==> config.mk <==
export PLATFORM = sky130hd
export DESIGN_NAME = rfflag_regs
export DESIGN_NICKNAME = d
export VERILOG_FILES = /design/src/pkg/rfflag_pkg.sv /design/src/core/rfflag_regs.sv
export SDC_FILE = /design/constraint.sdc
export NUM_CORES = 1
export LEC_CHECK = 0
export BUFFER_PORTS_ARGS = -buffer_cell sky130_fd_sc_hd__buf_2
export CAP_MARGIN = 20
export CORE_MARGIN = 5
export CORE_UTILIZATION = 32
export CTS_BUF_LIST = sky130_fd_sc_hd__clkbuf_16
export DETAILED_ROUTE_END_ITERATION = 7
export GPL_ROUTABILITY_DRIVEN = 0
export MAX_ROUTING_LAYER = met4
export PLACE_DENSITY = 0.56
export SETUP_SLACK_MARGIN = 0.4
export SYNTH_ARGS = -nofsm -noshare
export SYNTH_HDL_FRONTEND = slang
export SYNTH_SLANG_ARGS = --single-unit
==> constraint.sdc <==
create_clock -name mclk -period 7.72 [get_ports mclk]
set_input_delay 0.386 -clock mclk [delete_from_list [all_inputs] [get_ports mclk]]
set_output_delay 0.386 -clock mclk [all_outputs]
set_load 0.03 [all_outputs]
==> src/pkg/rfflag_pkg.sv <==
// Package for the regulator fault flag registers.
// Holds register offsets, bit positions, reset values and timing counts.
// Assumes a single 250 MHz clock domain for every user.
package rfflag_pkg;
    // Register offsets on the internal register port
    localparam logic [7:0] OFF_TOP1 = 8'h19;
    localparam logic [7:0] OFF_TOP2 = 8'h1a;
    localparam logic [7:0] OFF_CONV = 8'h1b;
    localparam logic [7:0] OFF_LIN = 8'h1c;
    localparam logic [7:0] OFF_STAT = 8'h1d;
    // Reset value of every flag register
    localparam logic [7:0] FLAGS_RST = 8'h00;
    // Bit positions inside the converter and regulator registers
    localparam int BIT_PG1 = 6;
    localparam int BIT_SC1 = 5;
    localparam int BIT_IL1 = 4;
    localparam int BIT_PG0 = 2;
    localparam int BIT_SC0 = 1;
    localparam int BIT_IL0 = 0;
    // Writable flag bits (reserved bits 7 and 3 stay zero)
    localparam logic [7:0] FLAG_MASK = 8'h77;
    // Reset event bit in second top register
    localparam int BIT_RST_EV = 0;
    // Summary bits in first top register
    localparam int BIT_LIN_SUM = 6;
    localparam int BIT_CONV_SUM = 5;
    // Short-circuit qualification time
    localparam int SC_TIME_US = 1000;
    localparam int CLK_MHZ = 250;
    // Strictly longer than 1 ms: one cycle beyond the bare count
    localparam int SC_CYCLES = SC_TIME_US * CLK_MHZ + 1;
    // Length of the reset-sequencing pulse driven to the regulators
    localparam int SEQ_CYCLES = 16;
endpackage

==> src/core/rfflag_regs.sv <==
// Latched event flag registers of the power-management core.
// Assumes detector inputs are synchronous to mclk and a simple
// internal register port: reg_wr pulse with address and data, read data
// combinationally selected and registered one cycle after reg_rd.
// The analog detectors and the chip-wide register defaults live outside;
// this block only orders them through its sequencing outputs, which are
// levels except for the one-cycle startup pulse.
`timescale 1ns/1ps

// Behaviour
// - Writing one clears a flag; zero keeps
// - Undervoltage or software request sets reset flag
// - Reset event disables regulators, defaults, restarts
// - Converter power-good events latch bits 6, 2
// - Converter short over 1 ms latches 5, 1
// - Converter current-limit events latch bits 4, 0
// - Regulator power-good events latch bits 6, 2
// - Regulator short over 1 ms latches 5, 1
// - Regulator current-limit events latch bits 4, 0
// - Reserved bits 7 and 3 read zero
// - Converter summary clears when converter flags zero
// - Regulator summary clears when regulator flags zero
module rfflag_regs #(
    parameter int SC_CYCLES = rfflag_pkg::SC_CYCLES
) (
    // Clock, reset, enable
    input wire logic mclk,
    input wire logic rst,
    input wire logic clk_en,
    // Register port
    input wire logic reg_wr,
    input wire logic reg_rd,
    input wire logic [7:0] reg_addr,
    input wire logic [7:0] reg_wdata,
    output logic [7:0] reg_rdata,
    // Detectors: index 1 is unit one, index 0 unit zero
    // All detector inputs are already synchronous to mclk
    input wire logic analog_supply_uv,
    input wire logic software_reset_request,
    input wire logic [1:0] conv_pg_event,
    input wire logic [1:0] conv_below_sc,
    input wire logic [1:0] conv_ilim_active,
    input wire logic [1:0] lin_pg_event,
    input wire logic [1:0] lin_below_sc,
    input wire logic [1:0] lin_ilim_active,
    input wire logic [7:0] top_live_status,
    // Reset sequencing towards the rest of the chip
    output logic regulators_off,
    output logic regs_to_default,
    output logic startup_run,
    // Summary and flags for the interrupt logic
    output logic conv_summary,
    output logic linear_summary_flag,
    output logic reset_event_flag
);
    // Sequencer states, one-hot so a stray code falls to the default branch
    // Idle waits for a request, hold keeps regulators off and defaults applied,
    // start is the single cycle that launches the normal power-up order
    typedef enum logic [2:0] {
        RFF_IDLE = 3'b001,
        RFF_HOLD = 3'b010,
        RFF_START = 3'b100
    } rfflag_seq_t;

    // Flag registers and next values
    logic [7:0] conv_flags_r, conv_flags_nxt;
    logic [7:0] lin_flags_r, lin_flags_nxt;
    // Reset-event flag lives apart, it survives the default restore
    logic rst_flag_r, rst_flag_nxt;
    logic [7:0] rdata_r, rdata_nxt;
    // Sequencer state and length counter
    rfflag_seq_t seq_r, seq_nxt;
    logic [4:0] seq_cnt_r, seq_cnt_nxt;
    logic off_r, off_nxt, dflt_r, dflt_nxt, run_r, run_nxt;
    // Short-circuit qualify counters, converters at 0..1, regulators 2..3
    logic [3:0] below_sc;
    logic [3:0] sc_hit;
    logic [31:0] sc_cnt_r [4];
    logic [31:0] sc_cnt_nxt [4];
    // Event vectors built from the detectors
    logic [7:0] conv_set, lin_set;
    logic reset_req;
    // Write strobes decoded per register
    logic wr_conv, wr_lin, wr_top2;

    assign below_sc = {lin_below_sc, conv_below_sc};

    // One qualifying timer per monitored output
    // Counters are wide enough for the full qualifying time at 250 MHz;
    // a counter that reaches its limit stops there, so a long short keeps
    // its hit asserted and re-arms only when the output recovers
    genvar gi;
    generate
        for (gi = 0; gi < 4; gi++) begin : g_sc
            always_comb begin
                // Count while below, restart when output recovers
                // Hit is combinational and latches into a flag on the next edge
                sc_cnt_nxt[gi] = sc_cnt_r[gi];
                sc_hit[gi] = 1'b0;
                if (!below_sc[gi]) begin
                    sc_cnt_nxt[gi] = 32'h0000_0000;
                end else if (sc_cnt_r[gi] >= 32'(SC_CYCLES - 1)) begin
                    sc_hit[gi] = 1'b1;
                end else begin
                    sc_cnt_nxt[gi] = sc_cnt_r[gi] + 32'h0000_0001;
                end
            end
            // Timer registers, frozen with the rest while clk_en is low
            always_ff @(posedge mclk or posedge rst) begin
                if (rst) begin
                    sc_cnt_r[gi] <= 32'h0000_0000;
                end else if (clk_en) begin
                    sc_cnt_r[gi] <= sc_cnt_nxt[gi];
                end
            end
        end
    endgenerate

    // Event vector assembly in register bit order
    // Reserved positions stay zero here and are masked again at the flops
    // Either reset source alone is enough to start the sequence
    always_comb begin
        conv_set = 8'h00;
        lin_set = 8'h00;
        conv_set[rfflag_pkg::BIT_PG1] = conv_pg_event[1];
        conv_set[rfflag_pkg::BIT_PG0] = conv_pg_event[0];
        conv_set[rfflag_pkg::BIT_SC1] = sc_hit[1];
        conv_set[rfflag_pkg::BIT_SC0] = sc_hit[0];
        conv_set[rfflag_pkg::BIT_IL1] = conv_ilim_active[1];
        conv_set[rfflag_pkg::BIT_IL0] = conv_ilim_active[0];
        // Regulator events use the same bit layout as the converters
        lin_set[rfflag_pkg::BIT_PG1] = lin_pg_event[1];
        lin_set[rfflag_pkg::BIT_PG0] = lin_pg_event[0];
        lin_set[rfflag_pkg::BIT_SC1] = sc_hit[3];
        lin_set[rfflag_pkg::BIT_SC0] = sc_hit[2];
        lin_set[rfflag_pkg::BIT_IL1] = lin_ilim_active[1];
        lin_set[rfflag_pkg::BIT_IL0] = lin_ilim_active[0];
        reset_req = analog_supply_uv | software_reset_request;
    end

    // Address decode of write strobes
    // Writes to the summary and live status offsets decode to nothing,
    // so those registers cannot be disturbed from the register port
    assign wr_conv = reg_wr && (reg_addr == rfflag_pkg::OFF_CONV);
    assign wr_lin = reg_wr && (reg_addr == rfflag_pkg::OFF_LIN);
    assign wr_top2 = reg_wr && (reg_addr == rfflag_pkg::OFF_TOP2);

    // Flag next values: clear by ones, then set wins
    // Order matters: clearing first and setting last keeps an event that
    // lands on the clearing write, so that write never drops a fault
    always_comb begin
        conv_flags_nxt = conv_flags_r;
        lin_flags_nxt = lin_flags_r;
        rst_flag_nxt = rst_flag_r;
        if (wr_conv) begin
            conv_flags_nxt = conv_flags_r & ~reg_wdata;
        end
        if (wr_lin) begin
            lin_flags_nxt = lin_flags_r & ~reg_wdata;
        end
        // Only bit 0 of the second top register is a flag
        if (wr_top2 && reg_wdata[rfflag_pkg::BIT_RST_EV]) begin
            rst_flag_nxt = 1'b0;
        end
        // Set after clear so a coincident event is kept
        conv_flags_nxt = (conv_flags_nxt | conv_set) & rfflag_pkg::FLAG_MASK;
        lin_flags_nxt = (lin_flags_nxt | lin_set) & rfflag_pkg::FLAG_MASK;
        if (reset_req) begin
            rst_flag_nxt = 1'b1;
        end
        // Default restore: event flags wiped, reset flag kept
        // Events seen while holding latch for one cycle; only those in the last hold cycle are kept
        if (seq_r == RFF_HOLD) begin
            conv_flags_nxt = conv_set & rfflag_pkg::FLAG_MASK;
            lin_flags_nxt = lin_set & rfflag_pkg::FLAG_MASK;
        end
    end

    // Read mux, registered; unmapped offsets read zero
    // Read data holds between reads, so a slow host may sample it late;
    // the summary byte carries only its two summary bits
    always_comb begin
        rdata_nxt = rdata_r;
        if (reg_rd) begin
            case (reg_addr)
                rfflag_pkg::OFF_TOP1: begin
                    rdata_nxt = 8'h00;
                    rdata_nxt[rfflag_pkg::BIT_LIN_SUM] = |lin_flags_r;
                    rdata_nxt[rfflag_pkg::BIT_CONV_SUM] = |conv_flags_r;
                end
                rfflag_pkg::OFF_TOP2: rdata_nxt = {7'h00, rst_flag_r};
                rfflag_pkg::OFF_CONV: rdata_nxt = conv_flags_r;
                rfflag_pkg::OFF_LIN: rdata_nxt = lin_flags_r;
                rfflag_pkg::OFF_STAT: rdata_nxt = top_live_status;
                // Offsets outside the map return zero, never stale data
                default: rdata_nxt = 8'h00;
            endcase
        end
    end

    // Reset-event sequencer: regulators off, defaults, then startup
    // The hold length counts from the last cycle of the request, which
    // trades a longer hold for never starting while the supply is low
    always_comb begin
        seq_nxt = seq_r;
        seq_cnt_nxt = seq_cnt_r;
        off_nxt = off_r;
        dflt_nxt = 1'b0;
        run_nxt = 1'b0;
        // Off level persists; defaults and start are rebuilt each cycle
        case (seq_r)
            RFF_IDLE: begin
                // First cycle of a request: regulators off, defaults applied
                if (reset_req) begin
                    seq_nxt = RFF_HOLD;
                    seq_cnt_nxt = 5'h00;
                    off_nxt = 1'b1;
                    dflt_nxt = 1'b1;
                end
            end
            RFF_HOLD: begin
                // Held while the request persists, so a long brownout waits
                dflt_nxt = 1'b1;
                if (reset_req) begin
                    seq_cnt_nxt = 5'h00;
                end else if (seq_cnt_r == 5'(rfflag_pkg::SEQ_CYCLES - 1)) begin
                    // Hold time spent: release regulators and launch startup
                    seq_nxt = RFF_START;
                    dflt_nxt = 1'b0;
                    off_nxt = 1'b0;
                    run_nxt = 1'b1;
                end else begin
                    seq_cnt_nxt = seq_cnt_r + 5'h01;
                end
            end
            RFF_START: begin
                // A request in the launch cycle restarts the hold at once,
                // otherwise a one-cycle request here would be dropped
                if (reset_req) begin
                    seq_nxt = RFF_HOLD;
                    seq_cnt_nxt = 5'h00;
                    off_nxt = 1'b1;
                    dflt_nxt = 1'b1;
                end else begin
                    seq_nxt = RFF_IDLE;
                end
            end
            default: begin
                // Unreachable codes recover to idle with regulators released
                seq_nxt = RFF_IDLE;
                off_nxt = 1'b0;
            end
        endcase
    end

    // State registers for flags, read data and sequencer
    // Clock enable low freezes every flop, including the qualifying timers
    always_ff @(posedge mclk or posedge rst) begin
        if (rst) begin
            // Every flop returns to zero except the sequencer, which returns to idle; the reset flag included
            conv_flags_r <= rfflag_pkg::FLAGS_RST;
            lin_flags_r <= rfflag_pkg::FLAGS_RST;
            rst_flag_r <= 1'b0;
            rdata_r <= 8'h00;
            seq_r <= RFF_IDLE;
            seq_cnt_r <= 5'h00;
            off_r <= 1'b0;
            dflt_r <= 1'b0;
            run_r <= 1'b0;
        end else if (clk_en) begin
            conv_flags_r <= conv_flags_nxt;
            lin_flags_r <= lin_flags_nxt;
            rst_flag_r <= rst_flag_nxt;
            rdata_r <= rdata_nxt;
            seq_r <= seq_nxt;
            seq_cnt_r <= seq_cnt_nxt;
            off_r <= off_nxt;
            dflt_r <= dflt_nxt;
            run_r <= run_nxt;
        end
    end

    // Summaries are OR of flag flops; each comes from a flop of its own
    // Built from the next values so the summary flop and the flag flops
    // change on the same edge, with no cycle of lag for the host to see;
    // the read mux rebuilds the same summaries from the flag flops
    logic conv_sum_r, lin_sum_r;
    always_ff @(posedge mclk or posedge rst) begin
        if (rst) begin
            conv_sum_r <= 1'b0;
            lin_sum_r <= 1'b0;
        end else if (clk_en) begin
            conv_sum_r <= |conv_flags_nxt;
            lin_sum_r <= |lin_flags_nxt;
        end
    end

    // Every output is a plain copy of a flop, no logic after the registers
    assign reg_rdata = rdata_r;
    assign regulators_off = off_r;
    assign regs_to_default = dflt_r;
    assign startup_run = run_r;
    assign conv_summary = conv_sum_r;
    assign linear_summary_flag = lin_sum_r;
    assign reset_event_flag = rst_flag_r;
endmodule

==> reports/results.tsv <==
stage	metric	value	unit
timing	Period Utilization, post-route	0.3487	
yosys	number of synthesized flops with an enable pin	0	
flow_run	MaxCap Viol Count	0	
clock_network	Clock transition at path regs	70	ps
detailed_routing	DR pass1 iterations	4	
pwr	PwrDens	219.3	nW/um^2
timing	Tmin final	2692	ps
clock_network	Clk Latency, worst-skew pair	430	ps
clock_network	Post-CTS Hold Buffers	0	
worst_setup_path	crit-path max FO	52	
layout	Area Growth Syn to Fin	14.39	%
timing	endpoints failing hold	0	
layout	fin util	0.3724	
detailed_routing	Wirelength per Cell	15.04	um
yosys	largest family of logic cells by synthesized area	simple AND/OR/NAND/NOR gates	
layout	Final Cell Area	9082	um^2
layout	share of cells above drive strength 1	0.1328	
yosys	yosys warns	0	
detailed_routing	DRC	0	
yosys	syn_area_per_cell	9.660	um^2
worst_setup_path	number of buffers and inverters on the critical path	3	
yosys	post-synthesis mux area share	0.004097	
yosys	Synthesized Nets	875	
placed_design	DP Area	8514	um^2
worst_setup_path	critical path class	primary input to flop	
outcome	status	finished, final reports clean	
worst_setup_path	Most common cell on crit path	buf_4	
clock_network	Clock Sinks	162	
die	Initial Utilization	0.3255	
yosys	post-synthesis simple-gate area fraction	0.2635	
layout	commonest cells after routing, fill and taps aside	dfrtp_1 (161), nand2_1 (83), nor2_1 (79)	
placed_design	port bufs	54	
clock_network	H-tree depth	4	
worst_setup_path	WP data required	8020	ps
timing	setup TNS after final layout	0	ps
yosys	synthesized cell area	7940	um^2
timing	fmax	371.5	MHz
detailed_routing	via count	6038	
die	Placeable Area	24390	um^2
grt	vias in the first global route	5764	
grt	largest net degree at the start of global routing	93	
clock_network	TritonCTS clock tree	done	
detailed_routing	via/cell ratio	4.994	
timing	Tightest Pin Transition	1050	ps
clock_network	# resized after CTS	0	
timing	fin worst setup slack	5028	ps
detailed_routing	final wirelength	18180	um
yosys	share of the synthesized area in compound gates (AO/OA/AOI/OAI)	0.1456	
timing	setup violators final	0	
clock_network	post-CTS setup buffer count	0	
worst_setup_path	Critical Path Sink Type	flop	
yosys	ys async rst share	1.000	
layout	Fill cells	2483	
timing	RSZ-0062 raised after global routing	no	
hold_path	Tightest Hold Check Type	primary input to async pin	
worst_setup_path	startpoint class of the critical path	primary input	
yosys	adder-cell share of the synthesized area	0.01576	
worst_setup_path	sequence of cells on the critical path	buf_2, buf_4, nor2b_1, buf_4, nor4_1, a2111oi_2, nand3_1, xor2_1, nor2_1	
yosys	post-synthesis xor/xnor area fraction	0.03089	
layout	Layout Nets	921	
die	die area	28060	um^2
layout	commonest non-fill, non-tap cell in the layout	dfrtp_1	
clock_network	Num CTS Buffers	17	
yosys	Mapped Cells	822	
pwr	P_leak	3.975	nW
placed_design	dpl ws	4624	ps
grt	antenna violations before repair	3	
die	Rows	57	
yosys	sequential area share after synthesis	0.5107	
die	io pins	57	
placed_design	post-detail-place hpwl	12450	um
worst_setup_path	slowest cell on the critical path	a2111oi_2	
worst_setup_path	slowest cell delay on critical path	970	ps
grt	first-pass GRT wire length	30160	um
detailed_routing	Post-DRT Antenna Nets	0	
worst_setup_path	WP data arrival	2990	ps
clock_network	Root Buffer	clkbuf_16	
timing	final-report max-slew violation count	0	
yosys	Top FF cell, synth	dfrtp_1	
timing	Fin Clk Skew	12.89	ps
grt	GRT Util Overall	0.1346	
grt	total grt overflow	0	
pwr	maximum VDD drop	119.8	uV
yosys	Unique masters post-synth	68	
detailed_routing	DRT iter0 DRCs	348	
die	DIE HEIGHT	167.5	um
yosys	Yosys reg bits	162	
timing	worst relative slew slack	0.2987	
die	die width	167.5	um
worst_setup_path	Crit path max-delay family	compound AO/OA/AOI/OAI gates	
clock_network	largest buffer count on any clock path	2	
## per-stage QoR
step | instances | hold slack (ps) | total power, mW
floorplan | 822 | 453.9 | 1.119
global placement | 1173 | 461.9 | 1.187
detailed placement | 1173 | 463.9 | 1.190
CTS | 1205 | 171.4 | 2.011
global route | 1208 | 180.5 | 2.082
finish | 1209 | 114.6 | 1.991
## cells by family after synthesis
kind of cell | Yosys count
XOR/XNOR | 28
multiplexers | 3
flip-flops | 162
AND/OR/NAND/NOR | 392
adder cells (fa/ha/maj) | 10
buffers and inverters | 58
AO/OA/AOI/OAI | 169
## state kept, by name, indices dropped and copies added, names as in the netlist, 3 cells and up
signal	count
seq_r	3
lin_flags_r	6
reg_rdata	8
sc_cnt_r	128
seq_cnt_r	5
conv_flags_r	6
## report_power, final
part	switching (mW)	internal (mW)
Sequential	0.0517	0.896
Combinational	0.146	0.0808
Clock	0.370	0.447
## area by class of cell
type                    count  area [um^2]  share of cell area
clock inverters            15        132.6             0.01460
inverters                  28        110.1             0.01212
repair buffers             57        292.8             0.03224
well taps                 324        405.4             0.04463
flip-flops and latches    162         4055              0.4465
clock buffers              17        425.4             0.04684
multi-input cells         602         3651              0.4020
diodes                      4        10.01            0.001102
## routing by layer
layer	up-vias	routed length, um	global-route usage
met5	-	0	-
met4	0	157	0.03035
met3	13	713	0.03442
met2	101	7635	0.1875
met1	2887	9678	0.1972
li1	3037	-	-
## synthesized netlist by cell type, types with 3 or more instances
cell	n	area (um^2)
inv_1	28	105.1
nand3_1	34	170.2
a31oi_1	13	81.33
a21oi_1	29	145.1
xor2_1	10	87.58
o21ai_0	50	250.2
o22ai_1	3	18.77
a22oi_1	5	37.54
a21o_1	7	52.55
ha_1	10	125.1
nor3_1	24	120.1
and3_1	11	68.82
nor2_1	79	296.5
a41oi_1	4	35.03
buf_1	3	11.26
clkbuf_1	21	78.83
and2_1	47	294.0
nor3b_1	5	37.54
o31ai_1	17	127.6
dfrtp_1	161	4029
o211ai_1	3	22.52
o21a_1	4	30.03
or4_1	7	52.55
nor4_1	16	100.1
and4_1	4	35.03
a22o_1	11	96.34
buf_2	4	20.02
or2_2	5	31.28
nand4_1	25	156.4
nand2b_1	8	50.05
nor2b_1	14	87.58
nor3_2	4	40.04
nor4b_1	4	35.03
nand2_1	83	311.6
xnor2_1	18	157.7
or3_1	11	68.82
## worst reg2reg max path, delay by kind of cell, from the launching register on
family	cells	cell delay, ps
AND/OR/NAND/NOR	3	570
AO/OA/AOI/OAI	2	1160
flip-flops	1	410
XOR/XNOR	1	180
## worst paths after layout
path                                    startpoint            end  slack (ps)  depth (start not counted)
worst min register to register        reg_rdata[7]   reg_rdata[7]         480                          2
min in group mclk               top_live_status[3]   reg_rdata[3]         200                          3
max in group asynchronous                      rst  sc_cnt_r[124]        6140                          3
worst min-delay path                           rst    startup_run         110                          2
worst max register to register        sc_cnt_r[51]   sc_cnt_r[47]        5280                          6
worst max-delay path                        clk_en   sc_cnt_r[47]        5030                          9
Note: power is estimated with default switching activity, not from simulation.
